[src/rtl/sdg_pkg.sv]
// Shared constants for the stepper driver serial datagram link
package sdg_pkg;
  // ==========================================================================
  // Datagram layout
  localparam int          FRAME_BITS    = 40;
  localparam int          DATA_BITS     = 32;
  localparam int          ADDR_BITS     = 7;
  localparam int          WRITE_BIT     = 39;
  localparam int          STAT_MSB      = 39;
  localparam int          STAT_LSB      = 32;
  localparam logic [6:0]  FRAME_EDGES   = 7'h50;
  // ==========================================================================
  // Reply status byte positions and source bits
  localparam int          STAT_STANDSTILL = 3;
  localparam int          STAT_STALL      = 2;
  localparam int          STAT_DRV_ERR    = 1;
  localparam int          STAT_RESET      = 0;
  localparam int          DRV_STANDSTILL_BIT = 31;
  localparam int          DRV_STALL_BIT      = 24;
  localparam logic [7:0]  STAT_RESET_VAL  = 8'h00;
  localparam logic [31:0] DATA_RESET_VAL  = 32'h0000_0000;
  // ==========================================================================
  // Timing
  localparam int          CLK_PERIOD_NS = 100;
  localparam int          SCK_PERIOD_NS = 800;
  localparam int          CS_GAP_NS     = 800;
  localparam logic [7:0]  SCK_HALF_CYC  = 8'(SCK_PERIOD_NS / 2 / CLK_PERIOD_NS);
  localparam logic [7:0]  CS_GAP_CYC    = 8'((CS_GAP_NS + CLK_PERIOD_NS - 1) / CLK_PERIOD_NS);
  // ==========================================================================
  // Controller register map (byte addresses)
  localparam logic [7:0]  REG_TX_ADDR   = 8'h00;
  localparam logic [7:0]  REG_TX_DATA   = 8'h04;
  localparam logic [7:0]  REG_CTRL      = 8'h08;
  localparam logic [7:0]  REG_STATUS    = 8'h0C;
  localparam logic [7:0]  REG_RX_STAT   = 8'h10;
  localparam logic [7:0]  REG_RX_DATA   = 8'h14;
  localparam int          CTRL_START    = 0;
  localparam int          STATUS_BUSY   = 0;
  localparam logic [1:0]  HTRANS_NONSEQ = 2'h2;
endpackage

[src/rtl/sdg_if.sv]
// Four-wire serial link between controller and driver
`timescale 1ns/1ns
`default_nettype none
interface sdg_if;
  logic sck;
  logic select_low;
  logic mosi;
  logic miso;
  modport host
  (
    output sck,
    output select_low,
    output mosi,
    input  miso
  );
  modport dev
  (
    input  sck,
    input  select_low,
    input  mosi,
    output miso
  );
endinterface
`default_nettype wire

[src/rtl/sdg_host.sv]
// Controller end of the serial datagram link with an AHB-Lite register slave
//
// Added by the designer: the placing of the registers and the AHB-Lite interface to the registers.
`timescale 1ns/1ns
`default_nettype none
module sdg_host
(
  input  wire logic        hclk,
  input  wire logic        hresetn,
  input  wire logic        hsel,
  input  wire logic [31:0] haddr,
  input  wire logic [1:0]  htrans,
  input  wire logic        hwrite,
  input  wire logic [2:0]  hsize,
  input  wire logic [31:0] hwdata,
  input  wire logic        hready,
  output logic             hreadyout,
  output logic [31:0]      hrdata,
  output logic             hresp,
  sdg_if.host              link
);
  typedef enum logic [1:0]
  {
    ST_IDLE = 2'b00,
    ST_LEAD = 2'b01,
    ST_RUN  = 2'b10,
    ST_GAP  = 2'b11
  } sdg_state_t;

  // ==========================================================================
  // Reply pin synchroniser
  logic [1:0] miso_sync;
  logic       miso_s;

  always_ff @(posedge hclk or negedge hresetn)
  begin
    if (!hresetn)
      miso_sync <= 2'h0;
    else
      miso_sync <= {miso_sync[0], link.miso};
  end

  assign miso_s = miso_sync[1];

  // ==========================================================================
  // Bus slave and frame engine
  sdg_state_t  state,     next_state;
  logic [7:0]  cnt,       next_cnt;
  logic [6:0]  edge_cnt,  next_edge_cnt;
  logic [39:0] tx_sh,     next_tx_sh;
  logic [39:0] rx_sh,     next_rx_sh;
  logic        sck_q,     next_sck_q;
  logic        cs_q,      next_cs_q;
  logic        mosi_q,    next_mosi_q;
  logic [7:0]  tx_addr,   next_tx_addr;
  logic [31:0] tx_data,   next_tx_data;
  logic [7:0]  rx_stat,   next_rx_stat;
  logic [31:0] rx_data,   next_rx_data;
  logic        wr_pend,   next_wr_pend;
  logic [7:0]  wr_addr,   next_wr_addr;
  logic [31:0] next_hrdata;
  logic        start;
  logic        accept;
  logic        unused_ok;

  assign accept    = hsel & hready & (htrans == sdg_pkg::HTRANS_NONSEQ);
  assign unused_ok = &{1'b0, hsize, haddr[31:8]};

  always_comb
  begin
    next_wr_pend = accept & hwrite;
    next_wr_addr = accept ? haddr[7:0] : wr_addr;
    next_hrdata  = hrdata;
    next_tx_addr = tx_addr;
    next_tx_data = tx_data;
    start        = 1'b0;
    // Read data is latched in the address phase, so every access ends with no wait state
    if (accept && !hwrite)
    begin
      case (haddr[7:0])
        sdg_pkg::REG_TX_ADDR: next_hrdata = {24'h00_0000, tx_addr};
        sdg_pkg::REG_TX_DATA: next_hrdata = tx_data;
        sdg_pkg::REG_STATUS:  next_hrdata = {31'h0000_0000, state != ST_IDLE};
        sdg_pkg::REG_RX_STAT: next_hrdata = {24'h00_0000, rx_stat};
        sdg_pkg::REG_RX_DATA: next_hrdata = rx_data;
        default:              next_hrdata = 32'h0000_0000;
      endcase
    end
    if (wr_pend)
    begin
      case (wr_addr)
        sdg_pkg::REG_TX_ADDR: next_tx_addr = hwdata[7:0];
        sdg_pkg::REG_TX_DATA: next_tx_data = hwdata;
        sdg_pkg::REG_CTRL:    start        = hwdata[sdg_pkg::CTRL_START];
        default:              start        = 1'b0;
      endcase
    end
  end

  always_comb
  begin
    next_state    = state;
    next_cnt      = cnt;
    next_edge_cnt = edge_cnt;
    next_tx_sh    = tx_sh;
    next_rx_sh    = rx_sh;
    next_sck_q    = sck_q;
    next_cs_q     = cs_q;
    next_mosi_q   = mosi_q;
    next_rx_stat  = rx_stat;
    next_rx_data  = rx_data;
    case (state)
      ST_IDLE:
      begin
        next_sck_q = 1'b1;
        // A start while a frame runs is dropped; software polls busy first
        if (start)
        begin
          next_tx_sh = {tx_addr, tx_data};
          next_cs_q  = 1'b0;
          next_cnt   = 8'h00;
          next_state = ST_LEAD;
        end
      end
      ST_LEAD:
      begin
        next_cnt = cnt + 8'h01;
        if (cnt == sdg_pkg::SCK_HALF_CYC - 8'h01)
        begin
          next_cnt      = 8'h00;
          next_edge_cnt = 7'h00;
          next_state    = ST_RUN;
        end
      end
      ST_RUN:
      begin
        next_cnt = cnt + 8'h01;
        if (cnt == sdg_pkg::SCK_HALF_CYC - 8'h01)
        begin
          next_cnt      = 8'h00;
          next_edge_cnt = edge_cnt + 7'h01;
          if (edge_cnt == sdg_pkg::FRAME_EDGES)
          begin
            // Last reply bit taken a half period after the final rise, then select released
            next_rx_sh                  = {rx_sh[38:0], miso_s};
            {next_rx_stat, next_rx_data} = {rx_sh[38:0], miso_s};
            next_cs_q                   = 1'b1;
            next_state                  = ST_GAP;
          end
          else if (!edge_cnt[0])
          begin
            // Reply bits are taken late, at the next fall, to cover both synchroniser delays
            next_sck_q  = 1'b0;
            next_mosi_q = tx_sh[39];
            next_tx_sh  = {tx_sh[38:0], 1'b0};
            if (edge_cnt != 7'h00)
              next_rx_sh = {rx_sh[38:0], miso_s};
          end
          else
          begin
            next_sck_q = 1'b1;
          end
        end
      end
      ST_GAP:
      begin
        next_cnt = cnt + 8'h01;
        if (cnt == sdg_pkg::CS_GAP_CYC - 8'h01)
        begin
          next_cnt   = 8'h00;
          next_state = ST_IDLE;
        end
      end
      default:
      begin
        next_state = ST_IDLE;
        next_cs_q  = 1'b1;
      end
    endcase
  end

  always_ff @(posedge hclk or negedge hresetn)
  begin
    if (!hresetn)
    begin
      state     <= ST_IDLE;
      cnt       <= 8'h00;
      edge_cnt  <= 7'h00;
      tx_sh     <= 40'h00_0000_0000;
      rx_sh     <= 40'h00_0000_0000;
      sck_q     <= 1'b1;
      cs_q      <= 1'b1;
      mosi_q    <= 1'b0;
      tx_addr   <= 8'h00;
      tx_data   <= 32'h0000_0000;
      rx_stat   <= 8'h00;
      rx_data   <= 32'h0000_0000;
      wr_pend   <= 1'b0;
      wr_addr   <= 8'h00;
      hrdata    <= 32'h0000_0000;
      hreadyout <= 1'b0;
      hresp     <= 1'b0;
    end
    else
    begin
      state     <= next_state;
      cnt       <= next_cnt;
      edge_cnt  <= next_edge_cnt;
      tx_sh     <= next_tx_sh;
      rx_sh     <= next_rx_sh;
      sck_q     <= next_sck_q;
      cs_q      <= next_cs_q;
      mosi_q    <= next_mosi_q;
      tx_addr   <= next_tx_addr;
      tx_data   <= next_tx_data;
      rx_stat   <= next_rx_stat;
      rx_data   <= next_rx_data;
      wr_pend   <= next_wr_pend;
      wr_addr   <= next_wr_addr;
      hrdata    <= next_hrdata;
      hreadyout <= 1'b1;
      hresp     <= unused_ok;
    end
  end

  assign link.sck        = sck_q;
  assign link.select_low = cs_q;
  assign link.mosi       = mosi_q;
endmodule
`default_nettype wire

[src/flat_wrapper.sv]
// flat-port wrapper written by rule: the top's interface ports become plain ports
module sdg_host_flat 
  (hclk, hresetn, hsel, haddr, htrans, hwrite, hsize, hwdata, hready, hreadyout, hrdata, hresp, link_sck, link_select_low, link_mosi, link_miso);
  sdg_if link_i ();
  input  wire logic hclk;
  input  wire logic hresetn;
  input  wire logic hsel;
  input  wire logic [31:0] haddr;
  input  wire logic [1:0] htrans;
  input  wire logic hwrite;
  input  wire logic [2:0] hsize;
  input  wire logic [31:0] hwdata;
  input  wire logic hready;
  output logic hreadyout;
  output logic [31:0] hrdata;
  output logic hresp;
  output wire logic [$bits(link_i.sck)-1:0] link_sck;
  output wire logic [$bits(link_i.select_low)-1:0] link_select_low;
  output wire logic [$bits(link_i.mosi)-1:0] link_mosi;
  input wire logic [$bits(link_i.miso)-1:0] link_miso;
  assign link_sck = link_i.sck;
  assign link_select_low = link_i.select_low;
  assign link_mosi = link_i.mosi;
  assign link_i.miso = link_miso;
  sdg_host u_core (.hclk(hclk), .hresetn(hresetn), .hsel(hsel), .haddr(haddr), .htrans(htrans), .hwrite(hwrite), .hsize(hsize), .hwdata(hwdata), .hready(hready), .hreadyout(hreadyout), .hrdata(hrdata), .hresp(hresp), .link(link_i));
endmodule
[config.mk]
export PLATFORM = sky130hd
export DESIGN_NAME = sdg_host_flat
export DESIGN_NICKNAME = d
export VERILOG_FILES = /design/src/rtl/sdg_pkg.sv /design/src/rtl/sdg_if.sv /design/src/rtl/sdg_host.sv /design/src/flat_wrapper.sv
export SDC_FILE = /design/constraint.sdc
export NUM_CORES = 1
export LEC_CHECK = 0
export ABC_CLOCK_PERIOD_IN_PS = 5000
export BUFFER_PORTS_ARGS = -buffer_cell sky130_fd_sc_hd__buf_2
export CORE_ASPECT_RATIO = 0.5
export CORE_MARGIN = 4
export CORE_UTILIZATION = 56
export DETAILED_ROUTE_END_ITERATION = 10
export PLACE_DENSITY = 0.77
export SYNTH_ARGS = -nofsm -noshare
export SYNTH_HDL_FRONTEND = slang
export SYNTH_SLANG_ARGS = --single-unit
[constraint.sdc]
create_clock -name hclk -period 5 [get_ports hclk]
set_input_delay 0.25 -clock hclk [delete_from_list [all_inputs] [get_ports hclk]]
set_output_delay 0.25 -clock hclk [all_outputs]
set_load 0.01 [all_outputs]
## Word-level counts from Yosys, hierarchy flattened

Cells that the tools add are included.

| word-level totals | value |
|---|---|
| bits in registers | 223 |
| bits of input ports | 75 |
| output and inout port bits | 37 |
| logic and storage cells | 98 |

| operators by class | value |
|---|---|
| add/subtract/negate cells | 2 |
| equality and inequality tests | 21 |
| mux-type cells | 32 |
| bitwise logic cells | 5 |
| reductions and logical operators | 21 |

Operator list:

| operator | number |
|---|---|
| $mux 40 | 4 |
| $pmux 32 s5 | 1 |
| $mux 39 | 3 |
| $pmux 40 s2 | 1 |
| $eq 8x3->1 const B | 3 |
| $mux 8 | 3 |
| $pmux 8 s3 | 1 |
| $eq 8x4->1 const B | 2 |
| $eq 8x5->1 const B | 2 |
| $logic_not 8->1 | 2 |
| $mux 7 | 2 |
| $pmux 7 s2 | 1 |
| $reduce_and 4->1 | 3 |
| $mux 2 | 5 |
| $ne 2x1->1 const B | 5 |
| $reduce_and 5->1 | 2 |
| $reduce_and 3->1 | 3 |
| $add 8x1->8 const B | 1 |
| $eq 8x2->1 const B | 1 |
| $mux 1 | 8 |
| $pmux 2 s4 | 1 |
| $reduce_bool 2->1 | 4 |
| $add 7x1->7 const B | 1 |
| $eq 7x7->1 const B | 1 |
| 12 further kinds | 21 |

## Logic depth before layout (Yosys ltp)

| logic depth | value |
|---|---|
| depth in word-level cells | 5 |
| mapped depth | 9 |
| gate-level depth less buffers | 7 |

## Worst setup path after synthesis

Ideal clock, no wire load.

| timing | value |
|---|---|
| path type | reg-to-reg |
| start point | reg u_core.state[0] |
| end point | reg u_core.tx_sh[29] |
| library setup time | 0.126 ns |
| data arrival time | 2.105 ns |
| data required time | 4.874 ns |
| slack | 2.769 ns |
| cell stages (with the launch flop) | 10 |
| buffers on the path | 3 |
| clock period less this slack | 2.231 ns |
| path through | dfrtp_1 > inv_1 > ha_1 > clkbuf_1 > inv_1 > a311o_1 > a221oi_2 > buf_2 > buf_2 > a21oi_1 |

| between the ends | value |
|---|---|
| longest elaborated chain between the ends | 3 |
| elaborated cells on any way between the ends | 9 |
| those cells by class | eq/ne: 5; mux: 1; reduce/logical: 3 |

RTL lines:

| element | line | RTL |
|---|---|---|
| from (decl) | sdg_host.sv:47 | `sdg_state_t state, next_state;` |
| from (signal assigned) | sdg_host.sv:206 | `state <= next_state;` |
| $eq 2x2->1 or $logic_not 2->1 (tied branches) | sdg_host.sv:112 | `case (state)` |
| $ne 2x2->1 (no source line), or another cell as far along | n/a |  |
| $reduce_and 5->1 (no source line) | n/a |  |
| to (signal assigned) | sdg_host.sv:209 | `tx_sh <= next_tx_sh;` |
| to (decl) | sdg_host.sv:50 | `logic [39:0] tx_sh, next_tx_sh;` |

Several ways; a longest one is shown, not always the timed one.
A chain may end at the register's enable or synchronous reset.

## Worst setup path after layout

| timing | value |
|---|---|
| start point | reg u_core.edge_cnt[0] |
| end point | reg u_core.rx_data[20] |

| between the ends | value |
|---|---|
| longest elaborated chain between the ends | 2 |

RTL lines:

| element | line | RTL |
|---|---|---|
| from (decl) | sdg_host.sv:49 | `logic [6:0] edge_cnt, next_edge_cnt;` |
| from (signal assigned) | sdg_host.sv:208 | `edge_cnt <= next_edge_cnt;` |
| $eq 7x7->1 | sdg_host.sv:142 | `if (edge_cnt == sdg_pkg::FRAME_EDGES)` |
| $reduce_and 3->1 (no source line) | n/a |  |
| to (signal assigned) | sdg_host.sv:217 | `rx_data <= next_rx_data;` |
| to (decl) | sdg_host.sv:58 | `logic [31:0] rx_data, next_rx_data;` |

No other way between the ends.

==> metrics.txt <==
Final Cycle Share=59.7%; post-synth top area share=57.7%; CP Launch Type=flip-flop; Clk Latency, worst-skew pair=0.49 ns; Tmin final=2.99 ns; via/cell ratio=5.61; fin. max-slew vios=0; reg2reg end=u_core.rx_data[20]$_DFFE_PN0P_; setup slack at placement=2.06 ns; gr usage total=20.7%; first-pass GRT wire length=32,600 um; area leader, netlist=dfrtp_1; Critical Setup Path Class=flip-flop to flip-flop; post-cts gate resize count=0; CTS root buffer=clkbuf_16; Synth async-reset ratio=100%; Finished Layout Cells=1,087; Starting Density=57.9%; ANT cells=0; library cells used by synthesis=50; reg2reg start=u_core.edge_cnt[0]$_DFFE_PN0P_; vias in the first global route=6,332; Worst R2R Path Depth=6; I/O Pins=112; r2r setup slk=2.01 ns; number of max-cap violations=0; placed cells=1,025; Area Growth Syn to Fin=16.0%; full die area=19,400 um^2; final global-route overflow total=0; cell count after synthesis=752; Die X=193 um; Syn Std Cell Area=9590 um^2; status=completed; Hold Vio Cnt, Final=0; Hold Crit Class=input pin to flip-flop; ratio of cells with drive above 1 in the final layout=30.8%; Ys Warns=0; gpl congestion=0.804; clk sink count=223; Critical Path RT=5.37 ns; setup TNS=0 ns; Worst Skew=0.0101 ns; cts hold-fix bufs=26; PD cells=325 nW/um^2; Area contributors post-synth=dfrtp_1, mux2_2, mux2i_1, a21oi_1, o21ai_0; CP max FO=40; CTS max path bufs=3; total CTS buffers=20; number of flops mapped to enable cells by yosys=0; Final setup viols=0; hold path start=hwdata[26]; Hold Path End=u_core.tx_data[26]$_DFFE_PN0P_; H-tree depth=1; DRC=0; hold path depth=2; Synth Net Count=834; Worst slew margin=17.7%; Die H=101 um; register area share after synthesis=58.2%; RSZ-0062 raised after global routing=no; PortBufs=83; setup bufs post-CTS=0; clock-pin slew on the worst setup and hold paths=0.07 ns; largest net degree at the start of global routing=120; Core Box Area=16,600 um^2; Worst VDD drop=0.236 mV; Syn Area/Cell=12.7 um^2; Setup WS post-layout=2.01 ns; DR iter-0 viols=384; fin area=11,100 um^2; static leakage=5.70 nW; crit path from=u_core.edge_cnt[0]$_DFFE_PN0P_; Worst-Margin Slew=1.23 ns; DRT antenna net count=0; Final nets=928; FP Rows=33; DR WL/cell=17.6 um; ys flop type=dfrtp_1; DR pass1 iterations=4; Yosys reg bits=223; crit path capture type=flip-flop; crit path DAT=3.36 ns; initial antenna violation count=0; final wirelength=19,100 um; FMAX=335 MHz; HPWL Detailed=11,900 um; DR vias=6,094; CTS tree=yes; placed cell area=10,200 um^2
-- cells by family after synthesis --
logic type      Yosys count  synth area share [%]
flops                   223                  58.2
mux                     211                  23.7
simple gates            132                  6.59
compound gates          121                  7.74
buf+inv                  54                  2.53
fa+ha+maj                 7                 0.914
other cells               2                0.0783
xor+xnor                  2                 0.183
-- worst max-delay path by stage --
| stage | slack, ns | to | depth (start not counted) |
|---|---|---|---|
| 2_1_floorplan | 2.77 | u_core.tx_sh[29]$_DFFE_PN0P_ | 9 |
| 3_3_place_gp | 2.19 | u_core.rx_data[16]$_DFFE_PN0P_ | 6 |
| 3_5_place_dp | 2.06 | u_core.rx_data[16]$_DFFE_PN0P_ | 6 |
| 4_1_cts | 2.03 | u_core.rx_data[20]$_DFFE_PN0P_ | 6 |
| 5_1_grt | 1.87 | u_core.rx_data[21]$_DFFE_PN0P_ | 6 |
| 6_report | 2.01 | u_core.rx_data[20]$_DFFE_PN0P_ | 6 |
-- synth_stat cells (5+ instances only) --
master    instances
buf_2            14
o22ai_1           8
o21ai_0          40
dfrtp_1         221
a21oi_1          42
a22o_1           11
inv_1            11
o31ai_1           5
mux2i_1          82
ha_1              7
nand3_1           9
mux2_2          129
clkbuf_1         21
nand2_1          47
nor2_1           49
-- layout by cell type (no fill, tap or decap), types with 3 or more instances in the layout --
master         synthesis  layout
clkbuf_1              21       4
ha_1                   7       6
a22o_1                11      11
inv_1                 11      11
nor2b_1                4       4
a21oi_1               42      42
clkbuf_8               0       4
buf_4                  2       5
o22ai_1                8       8
nor2_1                49      48
dfrtp_1              221     221
clkbuf_16              0      21
nor3_1                 4       4
buf_2                 14      82
nand2_1               47      47
nand3_1                9       9
mux2_2               129     129
o21ai_0               40      40
o31ai_1                5       5
and3_1                 3       3
mux2i_1               82      82
clkinv_2               0       4
dlygate4sd3_1          0      26
-- final cells by class --
class / instances / area [um^2]
clock inverter: 7 / 88.8
inverter: 11 / 41.3
sequential: 223 / 5580
tap: 227 / 284
fill: 1220 / 5440
timing repair buffer: 115 / 743
clock buffer: 29 / 596
multi-input combinational: 475 / 3780
-- where the power goes --
group | total [mW] | internal, mW | switching (mW)
sequential | 1.87 | 1.84 | 0.0277
clock | 1.60 | 0.936 | 0.662
combinational | 0.152 | 0.0724 | 0.0791
-- critical path, stage by stage (launching register included) --
cell and delay, ns:
dfrtp_1 0.47, inv_1 0.11, ha_1 0.15, nor4b_2 0.34, nand3_1 0.33, nor2_4 1.01
mux2_2 0.43
-- registers in the layout (all words and copies together) (netlist names), 2 cells and up --
register / cells
u_core.wr_addr: 8
u_core.rx_sh: 39
u_core.miso_sync: 2
u_core.state: 2
u_core.edge_cnt: 7
u_core.rx_data: 32
u_core.cnt: 8
u_core.tx_data: 32
u_core.tx_sh: 40
u_core.hrdata: 32
u_core.rx_stat: 8
u_core.tx_addr: 8
-- stage by stage --
stage / hold WS, ns / power, mW / util (%)
after global placement: 0.333 / 2.03 / 61.4
after detailed placement: 0.341 / 2.04 / 61.4
after global routing: 0.0112 / 3.74 / 67.2
after floorplan: -0.0456 / 1.96 / -
after CTS: 0.00101 / 3.66 / 67.2
final: 0.0116 / 3.62 / 67.2
-- metal layers --
layer	vias up	routed length (um)	track usage [%]	share of wire, %
met5	-	0	0	0
met4	0	293	3.64	1.5
met3	26	684	3.29	3.6
met2	100	8710	33.1	46
met1	3105	9440	30.9	49
li1	2863	-	-	-
Note: power is estimated with default switching activity, not from simulation.
